==> src/rtl/eif_pkg.sv <==
// constants of the ethernet interrupt flag block: register offsets, bit positions,
// reset values and the deferral time.
// assumes a 20 MHz main clock and an apb master with 32-bit data.
`default_nettype none
package eif_pkg;
  // main clock rate
  localparam int CLK_HZ = 20000000;
  // byte offsets of the registers
  localparam logic [7:0] OFF_IRQ_ENABLE = 8'h00;
  localparam logic [7:0] OFF_IRQ_REQUEST = 8'h04;
  localparam logic [7:0] OFF_MAIN_CONTROL = 8'h08;
  localparam logic [7:0] OFF_CHIP_STATUS = 8'h0C;
  localparam logic [7:0] OFF_MAC_CONTROL = 8'h10;
  localparam logic [7:0] OFF_MAX_FRAME = 8'h14;
  localparam logic [7:0] OFF_TX_END = 8'h18;
  localparam logic [7:0] OFF_PHY_IRQ_ENABLE = 8'h1C;
  localparam logic [7:0] OFF_PHY_IRQ_REQUEST = 8'h20;
  localparam logic [7:0] OFF_RX_COUNT = 8'h24;
  localparam logic [7:0] OFF_RX_FILTER = 8'h28;
  // enable and request bit positions (same layout in both registers)
  localparam int BIT_GLOBAL = 7;
  localparam int BIT_PKT = 6;
  localparam int BIT_DMA = 5;
  localparam int BIT_LINK = 4;
  localparam int BIT_TXDONE = 3;
  localparam int BIT_TXERR = 1;
  localparam int BIT_RXERR = 0;
  // main control bits
  localparam int BIT_DMA_START = 5;
  localparam int BIT_TX_REQUEST = 3;
  // chip status bits
  localparam int BIT_INT_SUMMARY = 7;
  localparam int BIT_LATE_COLL = 4;
  localparam int BIT_TX_ABORT = 1;
  // mac control bits
  localparam int BIT_FULL_DUPLEX = 0;
  localparam int BIT_HUGE_FRAME = 1;
  localparam int BIT_FOREVER_BIT_A_FOREVER = 2;
  // phy interrupt enable and request bits
  localparam int BIT_PHY_LINK = 4;
  localparam int BIT_PHY_GLOBAL_EN = 1;
  localparam int BIT_PHY_GLOBAL_FLAG = 2;
  // rx filter control bits
  localparam int BIT_FILTER_CRC = 7;
  localparam int BIT_FILTER_WAKE = 0;
  // reset values
  localparam logic [7:0] RST_BYTE = 8'h00;
  localparam logic [15:0] RST_MAX_FRAME = 16'h05EE;
  localparam logic [12:0] RST_TX_END = 13'h0000;
  // clearable bits of the request register
  localparam logic [7:0] IRQ_CLEARABLE = 8'h2B;
  localparam logic [7:0] PKT_COUNT_MAX = 8'hFF;
  // deferral limit in microseconds and its cycle count, rounded down
  localparam real FOREVER_BIT_A_LIMIT_US = 2428.7;
  localparam int FOREVER_BIT_A_CYCLES = int'($floor(FOREVER_BIT_A_LIMIT_US * CLK_HZ / 1.0e6));
endpackage : eif_pkg
`default_nettype wire

==> src/rtl/eif_forever_bit_a_if.sv <==
// interface between the flag logic and its deferral timer.
// assumes both ends run on the same main clock.
`default_nettype none
interface eif_forever_bit_a_if;
  logic run;
  logic expired;
  modport ctrl (output run, input expired);
  modport timer (input run, output expired);
endinterface : eif_forever_bit_a_if
`default_nettype wire

==> src/rtl/eif_forever_bit_a_timer.sv <==
// deferral timer: counts cycles of continuous run, pulses once at the limit.
// assumes run drops when the transmission ends or aborts.
`default_nettype none
module eif_forever_bit_a_timer
  import eif_pkg::*;
#(
  parameter int LIMIT = FOREVER_BIT_A_CYCLES
)
(
  input wire logic pclk,
  input wire logic presetn,
  eif_forever_bit_a_if.timer dif
);
  logic [16:0] count_reg;
  logic [16:0] count_next;
  logic hit;
  logic expired_reg;

  // restart whenever run drops, so busy spells never add up
  assign hit = dif.run && (count_reg == 17'(LIMIT - 1));
  // count parks one past the last step, so the expiry pulse fires once per busy spell
  assign count_next = !dif.run ? 17'h00000 :
                      (count_reg == 17'(LIMIT) ? count_reg : count_reg + 17'h00001);
  assign dif.expired = expired_reg;

  // counter and one-shot expiry
  always_ff @(posedge pclk or negedge presetn)
  begin
    if (!presetn)
    begin
      count_reg <= 17'h00000;
      expired_reg <= 1'b0;
    end
    else
    begin
      count_reg <= count_next;
      expired_reg <= hit;
    end
  end

  // expiry only in the cycle after one with run high
  property p_exp;
    @(posedge pclk) disable iff (!presetn)
    $rose(expired_reg) |-> $past(dif.run);
  endproperty
  expiry_cause_a: assert property (p_exp) else $error("expiry without run");
endmodule : eif_forever_bit_a_timer
`default_nettype wire

==> src/rtl/eif_irq_top.sv <==
// ethernet interrupt flag and request logic with its apb register file.
// assumes transmit, receive, dma and phy engines send one-cycle event pulses
// and levels on the main clock.
//
// Decided for this implementation: the register offsets and the APB slave port.
`default_nettype none
module eif_irq_top
  import eif_pkg::*;
#(
  parameter int FOREVER_BIT_A_LIMIT = FOREVER_BIT_A_CYCLES
)
(
  input wire logic pclk,
  input wire logic presetn,
  input wire logic psel,
  input wire logic penable,
  input wire logic pwrite,
  input wire logic [7:0] paddr,
  input wire logic [31:0] pwdata,
  output logic [31:0] prdata,
  output logic pready,
  output logic pslverr,
  input wire logic tx_complete_evt,
  input wire logic tx_retry_exceed_evt,
  input wire logic tx_window_coll_evt,
  input wire logic tx_late_coll_evt,
  input wire logic medium_busy,
  input wire logic tx_frame_evt,
  input wire logic [15:0] tx_frame_len,
  input wire logic per_packet_override,
  input wire logic per_packet_huge_enable,
  input wire logic dma_finish_evt,
  input wire logic phy_link_evt,
  input wire logic rx_packet_evt,
  input wire logic rx_wake_evt,
  input wire logic rx_buffer_full,
  output logic tx_request_bit,
  output logic dma_start_bit,
  output logic tx_status_we,
  output logic [12:0] tx_status_addr,
  output logic int_n
);
  logic [7:0] interrupt_enable_reg;
  logic [7:0] main_control_reg;
  logic [7:0] mac_control_reg_four;
  logic [15:0] max_frame_length_regs;
  logic [12:0] tx_buffer_end_ptr;
  logic [7:0] phy_irq_enable_reg;
  logic [7:0] rx_filter_control_reg;
  logic [7:0] rx_packet_count;
  logic tx_error_flag;
  logic tx_done_flag;
  logic dma_done_flag;
  logic rx_error_flag;
  logic phy_link_flag;
  logic tx_abort_status;
  logic late_collision_status;
  logic pready_reg;
  logic pslverr_reg;
  logic [31:0] prdata_reg;
  logic int_n_reg;
  logic tx_status_we_reg;
  logic [12:0] tx_status_addr_reg;

  // apb decode: answer comes in the first access cycle, no wait states
  logic setup;
  logic wr_en;
  logic mapped;
  assign setup = psel && !penable;
  assign wr_en = psel && penable && pwrite && pready_reg;
  assign mapped = (paddr[1:0] == 2'b00) && (paddr <= OFF_RX_FILTER);
  logic wr_ier;
  logic wr_bfc;
  logic wr_ctl;
  logic wr_stat;
  logic wr_mac;
  logic wr_max;
  logic wr_end;
  logic wr_phy_irq_enable_reg;
  logic wr_cnt;
  logic wr_filt;
  logic rd_phy_irq_request_reg;
  assign wr_ier = wr_en && paddr == OFF_IRQ_ENABLE;
  assign wr_bfc = wr_en && paddr == OFF_IRQ_REQUEST;
  assign wr_ctl = wr_en && paddr == OFF_MAIN_CONTROL;
  assign wr_stat = wr_en && paddr == OFF_CHIP_STATUS;
  assign wr_mac = wr_en && paddr == OFF_MAC_CONTROL;
  assign wr_max = wr_en && paddr == OFF_MAX_FRAME;
  assign wr_end = wr_en && paddr == OFF_TX_END;
  assign wr_phy_irq_enable_reg = wr_en && paddr == OFF_PHY_IRQ_ENABLE;
  assign wr_cnt = wr_en && paddr == OFF_RX_COUNT && pwdata[0];
  assign wr_filt = wr_en && paddr == OFF_RX_FILTER;
  // reading the phy request register is what re-arms link detection
  assign rd_phy_irq_request_reg = psel && penable && !pwrite && pready_reg && paddr == OFF_PHY_IRQ_REQUEST;

  // link flag derivation: phy flag gated by both phy enables
  logic phy_en_both;
  logic phy_global_flag;
  logic link_change_flag;
  logic packet_pending_flag;
  assign phy_en_both = phy_irq_enable_reg[BIT_PHY_LINK] && phy_irq_enable_reg[BIT_PHY_GLOBAL_EN];
  assign phy_global_flag = phy_link_flag && phy_en_both;
  assign link_change_flag = phy_global_flag;
  assign packet_pending_flag = rx_packet_count != 8'h00;

  // request register image and summary
  logic [7:0] irq_request;
  logic int_summary;
  assign irq_request = {1'b0, packet_pending_flag, dma_done_flag, link_change_flag,
                        tx_done_flag, 1'b0, tx_error_flag, rx_error_flag};
  assign int_summary = |(irq_request & interrupt_enable_reg & 8'h7F);

  // transmit abort causes; collisions and deferral only matter in half duplex
  logic half_duplex;
  logic tx_active;
  logic oversize;
  logic coll_abort;
  logic forever_bit_a_abort;
  logic tx_abort;
  eif_forever_bit_a_if dif();
  assign half_duplex = !mac_control_reg_four[BIT_FULL_DUPLEX];
  assign tx_active = main_control_reg[BIT_TX_REQUEST];
  assign oversize = tx_frame_evt && (tx_frame_len > max_frame_length_regs) &&
                    !(mac_control_reg_four[BIT_HUGE_FRAME] ||
                      (per_packet_override && per_packet_huge_enable));
  assign coll_abort = half_duplex &&
                      (tx_retry_exceed_evt || tx_window_coll_evt || tx_late_coll_evt);
  assign dif.run = tx_active && medium_busy && half_duplex &&
                   !mac_control_reg_four[BIT_FOREVER_BIT_A_FOREVER];
  assign forever_bit_a_abort = dif.expired && tx_active;
  assign tx_abort = tx_active && (oversize || coll_abort || forever_bit_a_abort);

  // deferral limit is long, so it lives in its own counter
  eif_forever_bit_a_timer #(.LIMIT(FOREVER_BIT_A_LIMIT)) u_forever_bit_a (
    .pclk(pclk),
    .presetn(presetn),
    .dif(dif)
  );

  // control register next value: hardware clears win over host writes
  logic [7:0] ctl_next;
  logic tx_req_fall;
  logic dma_fall;
  assign ctl_next = {wr_ctl ? pwdata[7:6] : main_control_reg[7:6],
                     (wr_ctl ? pwdata[5] : main_control_reg[5]) && !dma_finish_evt,
                     wr_ctl ? pwdata[4] : main_control_reg[4],
                     (wr_ctl ? pwdata[3] : main_control_reg[3]) && !tx_abort &&
                       !(tx_active && tx_complete_evt),
                     wr_ctl ? pwdata[2:0] : main_control_reg[2:0]};
  assign tx_req_fall = main_control_reg[BIT_TX_REQUEST] && !ctl_next[BIT_TX_REQUEST];
  assign dma_fall = main_control_reg[BIT_DMA_START] && !ctl_next[BIT_DMA_START];

  // receive side: accept counts up, full buffer or count 255 discards
  logic rx_in;
  logic rx_drop;
  logic rx_take;
  logic [7:0] cnt_next;
  assign rx_in = rx_packet_evt || (rx_wake_evt && rx_filter_control_reg[BIT_FILTER_WAKE]);
  assign rx_drop = rx_in && (rx_buffer_full || rx_packet_count == PKT_COUNT_MAX);
  assign rx_take = rx_in && !rx_drop;
  assign cnt_next = rx_packet_count + {7'h00, rx_take} -
                    {7'h00, wr_cnt && packet_pending_flag};

  // read mux
  logic [31:0] rd_mux;
  assign rd_mux =
    paddr == OFF_IRQ_ENABLE ? {24'h000000, interrupt_enable_reg} :
    paddr == OFF_IRQ_REQUEST ? {24'h000000, irq_request} :
    paddr == OFF_MAIN_CONTROL ? {24'h000000, main_control_reg} :
    paddr == OFF_CHIP_STATUS ? {24'h000000, int_summary, 2'b00, late_collision_status,
                                2'b00, tx_abort_status, 1'b0} :
    paddr == OFF_MAC_CONTROL ? {24'h000000, mac_control_reg_four} :
    paddr == OFF_MAX_FRAME ? {16'h0000, max_frame_length_regs} :
    paddr == OFF_TX_END ? {19'h00000, tx_buffer_end_ptr} :
    paddr == OFF_PHY_IRQ_ENABLE ? {24'h000000, phy_irq_enable_reg} :
    paddr == OFF_PHY_IRQ_REQUEST ? {27'h0000000, phy_link_flag, 1'b0, phy_global_flag, 2'b00} :
    paddr == OFF_RX_COUNT ? {24'h000000, rx_packet_count} :
    paddr == OFF_RX_FILTER ? {24'h000000, rx_filter_control_reg} : 32'h00000000;

  // apb handshake registers
  always_ff @(posedge pclk or negedge presetn)
  begin
    if (!presetn)
    begin
      pready_reg <= 1'b0;
      pslverr_reg <= 1'b0;
      prdata_reg <= 32'h00000000;
    end
    else
    begin
      pready_reg <= setup;
      pslverr_reg <= setup && !mapped;
      prdata_reg <= (setup && !pwrite) ? rd_mux : 32'h00000000;
    end
  end

  // configuration registers written by software
  always_ff @(posedge pclk or negedge presetn)
  begin
    if (!presetn)
    begin
      interrupt_enable_reg <= RST_BYTE;
      mac_control_reg_four <= RST_BYTE;
      max_frame_length_regs <= RST_MAX_FRAME;
      tx_buffer_end_ptr <= RST_TX_END;
      phy_irq_enable_reg <= RST_BYTE;
      rx_filter_control_reg <= RST_BYTE;
      main_control_reg <= RST_BYTE;
    end
    else
    begin
      if (wr_ier)
        interrupt_enable_reg <= pwdata[7:0] & 8'hFB;
      if (wr_mac)
        mac_control_reg_four <= pwdata[7:0];
      if (wr_max)
        max_frame_length_regs <= pwdata[15:0];
      if (wr_end)
        tx_buffer_end_ptr <= pwdata[12:0];
      if (wr_phy_irq_enable_reg)
        phy_irq_enable_reg <= pwdata[7:0] & 8'h12;
      if (wr_filt)
        rx_filter_control_reg <= pwdata[7:0];
      main_control_reg <= ctl_next;
    end
  end

  // sticky flags: a set in the same cycle as a clear wins
  always_ff @(posedge pclk or negedge presetn)
  begin
    if (!presetn)
    begin
      tx_error_flag <= 1'b0;
      tx_done_flag <= 1'b0;
      dma_done_flag <= 1'b0;
      rx_error_flag <= 1'b0;
      phy_link_flag <= 1'b0;
      tx_abort_status <= 1'b0;
      late_collision_status <= 1'b0;
      rx_packet_count <= RST_BYTE;
    end
    else
    begin
      tx_error_flag <= tx_abort || (tx_error_flag && !(wr_bfc && pwdata[BIT_TXERR]));
      tx_done_flag <= tx_req_fall || (tx_done_flag && !(wr_bfc && pwdata[BIT_TXDONE]));
      dma_done_flag <= dma_fall || (dma_done_flag && !(wr_bfc && pwdata[BIT_DMA]));
      rx_error_flag <= rx_drop || (rx_error_flag && !(wr_bfc && pwdata[BIT_RXERR]));
      phy_link_flag <= phy_link_evt || (phy_link_flag && !rd_phy_irq_request_reg);
      tx_abort_status <= tx_abort || (tx_abort_status && !(wr_stat && pwdata[BIT_TX_ABORT]));
      late_collision_status <= (tx_active && half_duplex && tx_late_coll_evt) ||
        (late_collision_status && !(wr_stat && pwdata[BIT_LATE_COLL]));
      rx_packet_count <= cnt_next;
    end
  end

  // outputs: pin, status vector store strobe
  always_ff @(posedge pclk or negedge presetn)
  begin
    if (!presetn)
    begin
      int_n_reg <= 1'b1;
      tx_status_we_reg <= 1'b0;
      tx_status_addr_reg <= RST_TX_END;
    end
    else
    begin
      int_n_reg <= !(int_summary && interrupt_enable_reg[BIT_GLOBAL]);
      tx_status_we_reg <= tx_abort;
      tx_status_addr_reg <= tx_buffer_end_ptr + 13'h0001;
    end
  end

  assign prdata = prdata_reg;
  assign pready = pready_reg;
  assign pslverr = pslverr_reg;
  assign tx_request_bit = main_control_reg[BIT_TX_REQUEST];
  assign dma_start_bit = main_control_reg[BIT_DMA_START];
  assign tx_status_we = tx_status_we_reg;
  assign tx_status_addr = tx_status_addr_reg;
  assign int_n = int_n_reg;

  // checks
  oversize_abort_a: assert property (@(posedge pclk) disable iff (!presetn)
    (tx_active && oversize) |=> (tx_error_flag && !tx_request_bit))
    else $error("oversize frame not aborted");
  err_with_done_a: assert property (@(posedge pclk) disable iff (!presetn)
    $rose(tx_error_flag) |-> tx_done_flag)
    else $error("tx error without tx done");
  req_fall_done_a: assert property (@(posedge pclk) disable iff (!presetn)
    $fell(tx_request_bit) |-> tx_done_flag)
    else $error("tx done missing on request fall");
  flag_sticky_a: assert property (@(posedge pclk) disable iff (!presetn)
    ($past(tx_error_flag) && !$past(wr_bfc)) |-> tx_error_flag)
    else $error("tx error flag dropped without clear");
  pin_low_a: assert property (@(posedge pclk) disable iff (!presetn)
    (int_summary && interrupt_enable_reg[BIT_GLOBAL]) |=> !int_n)
    else $error("interrupt pin not driven low");
  global_off_a: assert property (@(posedge pclk) disable iff (!presetn)
    !interrupt_enable_reg[BIT_GLOBAL] [*2] |-> int_n)
    else $error("pin low with global enable clear");
  link_gate_a: assert property (@(posedge pclk) disable iff (!presetn)
    !phy_en_both |-> !irq_request[BIT_LINK])
    else $error("link flag set without phy enables");
  link_read_a: assert property (@(posedge pclk) disable iff (!presetn)
    (setup && !pwrite && paddr == OFF_IRQ_REQUEST && !phy_en_both) |=> !prdata[BIT_LINK])
    else $error("link flag read without phy enables");
  link_mirror_a: assert property (@(posedge pclk) disable iff (!presetn)
    (phy_link_evt && phy_en_both && !wr_phy_irq_enable_reg) |=> irq_request[BIT_LINK])
    else $error("link flag does not follow phy flag");
  abort_vector_a: assert property (@(posedge pclk) disable iff (!presetn)
    tx_abort |=> tx_status_we && tx_abort_status &&
      tx_status_addr == $past(tx_buffer_end_ptr) + 13'h0001)
    else $error("abort vector store wrong");
  dma_fall_a: assert property (@(posedge pclk) disable iff (!presetn)
    $fell(dma_start_bit) |-> dma_done_flag)
    else $error("dma done missing");
  pending_count_a: assert property (@(posedge pclk) disable iff (!presetn)
    irq_request[BIT_PKT] == (rx_packet_count != 8'h00))
    else $error("packet pending mismatch");
  pending_take_a: assert property (@(posedge pclk) disable iff (!presetn)
    rx_take |=> irq_request[BIT_PKT])
    else $error("accepted packet left pending flag clear");
endmodule : eif_irq_top
`default_nettype wire

==> config.mk <==
export PLATFORM = sky130hd
export DESIGN_NAME = eif_irq_top
export DESIGN_NICKNAME = d
export VERILOG_FILES = /design/src/rtl/eif_pkg.sv /design/src/rtl/eif_forever_bit_a_if.sv /design/src/rtl/eif_forever_bit_a_timer.sv /design/src/rtl/eif_irq_top.sv
export SDC_FILE = /design/constraint.sdc
export NUM_CORES = 1
export LEC_CHECK = 0
export ABC_AREA = 1
export BUFFER_PORTS_ARGS = -buffer_cell sky130_fd_sc_hd__clkbuf_2
export CAP_MARGIN = 20
export CELL_PAD_IN_SITES_DETAIL_PLACEMENT = 1
export CELL_PAD_IN_SITES_GLOBAL_PLACEMENT = 2
export CORE_MARGIN = 2
export CORE_UTILIZATION = 30
export DETAILED_ROUTE_END_ITERATION = 8
export GPL_TIMING_DRIVEN = 0
export PLACE_DENSITY = 0.82
export SYNTH_ARGS = -nofsm -noshare
export SYNTH_HDL_FRONTEND = slang
export SYNTH_SLANG_ARGS = --single-unit
==> constraint.sdc <==
create_clock -name pclk -period 2.6 [get_ports pclk]
set_input_delay 0.52 -clock pclk [delete_from_list [all_inputs] [get_ports pclk]]
set_output_delay 0.52 -clock pclk [all_outputs]
set_load 0.02 [all_outputs]
==> flow_summary.json <==
{
  "place.gp.congestion": 0.787,
  "synth_compound_gate_area_share_pct": 13.1,
  "drtIter0Drc": 358,
  "crit_type": "reg -> reg",
  "setup_viol": 1,
  "io_pins": 125,
  "yosysTopAreaCellShare_pct": 43.8,
  "root_buffer": "clkbuf_16",
  "ant_nets": 0,
  "syn-cell-area_um2": 6800,
  "violations": "negative setup slack",
  "vias_per_cell": 4.69,
  "min-delay-path-class": "in -> async",
  "endpoint_kind": "register",
  "fin_crit_ns": 2.62,
  "final_cells": 1236,
  "yosys_warnings": 0,
  "cellPowerDensity_nw_per_um2": 681,
  "cts-buffers-inserted": 17,
  "grt_overflow": 0,
  "nets": 1047,
  "grt_pass1_vias": 6084,
  "drt-pass1-iter-count": 5,
  "hold_viol_final": 0,
  "ys_ff_latch": 128,
  "crit_fanout": 4,
  "slew_violations": 0,
  "fin_skew_ns": 0.00705,
  "yosysMostFrequentCell": "nand2_1",
  "dieArea_um2": 23900,
  "async_flop_share_pct": 100,
  "cts_tree": "done",
  "setup_ws_ns": -0.0168,
  "start_util_pct": 30.3,
  "n_antenna_cell": 0,
  "cts_buffer_depth": 2,
  "via_count": 5795,
  "r2r_cells": 15,
  "largest_register_ffs": 17,
  "crit_chain": "inv_2, ha_1, nand4_1, nand3_1, nor2_1, ha_1, inv_2, ha_4, inv_2, fa_2, o21ai_2, nand2_1, a21oi_2, nor2_1, xor2_1",
  "fin_util_pct": 37.8,
  "maxSlewHeadroom_pct": 60.0,
  "synth_xor_area_share_pct": 2.70,
  "synth_edf_count": 0,
  "grt_max_degree": 90,
  "rr_startpoint": "rx_packet_count[4]$_DFF_PN0_",
  "synth_fa_ha_area_share_pct": 6.55,
  "wire_per_inst_um": 16.4,
  "synthSimpleGateAreaFrac_pct": 21.5,
  "postLayoutCellArea_um2": 8480,
  "tightest_slew_ns": 0.598,
  "grt_first_pass_wirelength_um": 32500,
  "htree_num_levels": 4,
  "critPathRequiredTime_ns": 2.91,
  "placed_area_um2": 7710,
  "synth_mux_area_share_pct": 0,
  "drv_cap": 0,
  "regToRegEndpoint": "rx_packet_count[6]$_DFF_PN0_",
  "die_x_um": 155,
  "synth_cells": 795,
  "grt_antenna_before_repair": 0,
  "synth.distinct_cells": 53,
  "fin_total_pwr_uw": 5770,
  "start_kind": "register",
  "die_h_um": 155,
  "placement_rows": 55,
  "syn2layout_area_growth_pct": 24.6,
  "syn_avg_cell_area_um2": 8.55,
  "numPortBuffers": 92,
  "drc_errors": 0,
  "cp_common_cell": "inv_2",
  "arrival_ns": 2.93,
  "r2r_setup_slack_ns": -0.02,
  "dp_hpwl_um": 15000,
  "grt_usage_pct": 17.5,
  "rsz0062_at_grt": "true",
  "slowest_delay_ns": 0.44,
  "cellLeakagePower_uw": 0.00413,
  "synth_top_family_by_area": "simple AND/OR/NAND/NOR gates",
  "placedCellCount": 1188,
  "clkSinkCount": 128,
  "path_clk_slew_ns": 0.06,
  "fin_tns_setup_ns": -0.0168,
  "drive_above_1_share_pct": 23.7,
  "finalCritPeriodShare_pct": 101,
  "synthFlopType": "dfrtp_1",
  "wirelength_um": 20300,
  "coreArea_um2": 22400,
  "ir_drop_uv": 404,
  "yosysSeqAreaShare_pct": 47.3,
  "ys_top_cells_by_area": "dfrtp_1 (44%), nand2_1 (9.4%), ha_1 (6.3%)",
  "outcome": "complete, but fails checks",
  "crit_slowest_cell": "dfrtp_1",
  "synthTopCellsByCount": "nand2_1 (171), dfrtp_1 (119), inv_1 (101)",
  "insertion_delay_ns": 0.43,
  "yosys.area.top_type": "dfrtp_1",
  "timing.fmax_mhz": 382
}
## stage by stage
| stage | hold slack, ns | worst slack, ns |
|---|---|---|
| after floorplan | 0.224 | 0.00505 |
| after global placement | 0.420 | -1.25 |
| after detailed placement | 0.421 | -0.545 |
| after CTS | 0.0190 | -0.0142 |
| after global routing | 0.0343 | -0.141 |
| final | 0.0138 | -0.0168 |
## routing by layer
layer / global-route usage [%] / vias to the layer above / wire length, µm
met5: 0 / - / 0
met4: 5.60 / 0 / 325
met3: 3.05 / 30 / 1020
met2: 28.3 / 131 / 9470
met1: 23.8 / 2791 / 9450
li1: - / 2843 / -
## report_power, final
| part | internal (µW) | switching [µW] |
|---|---|---|
| sequential | 2090 | 96.8 |
| clock | 1550 | 899 |
| combinational | 495 | 635 |
| total | 4140 | 1630 |
## critical path: cells and delay by family (launching register included)
kind | cells | cell delay (ns)
buffers and inverters | 3 | 0.20
AO/OA/AOI/OAI | 2 | 0.31
XOR/XNOR | 1 | 0.13
adder cells (fa/ha/maj) | 4 | 0.94
flip-flops | 1 | 0.44
AND/OR/NAND/NOR | 5 | 0.48
## cells in the final DEF (no fill, tap or decap), types with 17 or more instances in the layout
| cell type | n |
|---|---|
| a21oi_1 | 42 |
| buf_4 | 33 |
| clkbuf_16 | 17 |
| clkbuf_2 | 91 |
| dfrtp_1 | 119 |
| ha_1 | 32 |
| inv_1 | 94 |
| nand2_1 | 171 |
| nand3_1 | 28 |
| nor2_1 | 55 |
| o21ai_0 | 73 |
## layout make-up
cell class	count	area (µm²)
sequential	128	3210
tap	285	357
multi-input combinational	546	3090
fill	2697	14000
timing repair buffer	109	617
buffer	30	201
inverter	106	400
clock inverter	10	136
clock buffer	22	464
## worst max path at each step
stage | start | to | slack, ns | depth (start not counted)
global route | rx_packet_count[2]$_DFF_PN0_ | rx_packet_count[6]$_DFF_PN0_ | -0.14 | 14
floorplan | paddr[7] | rx_packet_count[6]$_DFF_PN0_ | 0.005 | 15
CTS | rx_packet_count[3]$_DFF_PN0_ | rx_packet_count[6]$_DFF_PN0_ | -0.01 | 14
global placement | presetn | prdata[10]$_DFF_PN0_ | -1.25 | 1
detailed placement | paddr[4] | rx_packet_count[6]$_DFF_PN0_ | -0.55 | 16
finish | rx_packet_count[4]$_DFF_PN0_ | rx_packet_count[6]$_DFF_PN0_ | -0.02 | 15
## timing repair
action | 4_1_cts | 5_1_grt
endpoints found under the setup margin | 1 | 2
buffers inserted | 11 | 5
hold buffers | 0 | 0
resized for setup | 11 | 5
endpoints found under the hold margin | 0 | 0
pin swaps | 8 | 8
## cell families after synthesis
| logic type | after synthesis |
|---|---|
| other | 1 |
| AND/OR/NAND/NOR | 313 |
| AO/OA/AOI/OAI | 161 |
| XOR/XNOR | 21 |
| buffers and inverters | 136 |
| flip-flops | 128 |
| adder cells (fa/ha/maj) | 35 |
Power figures use the tool's default switching activity.
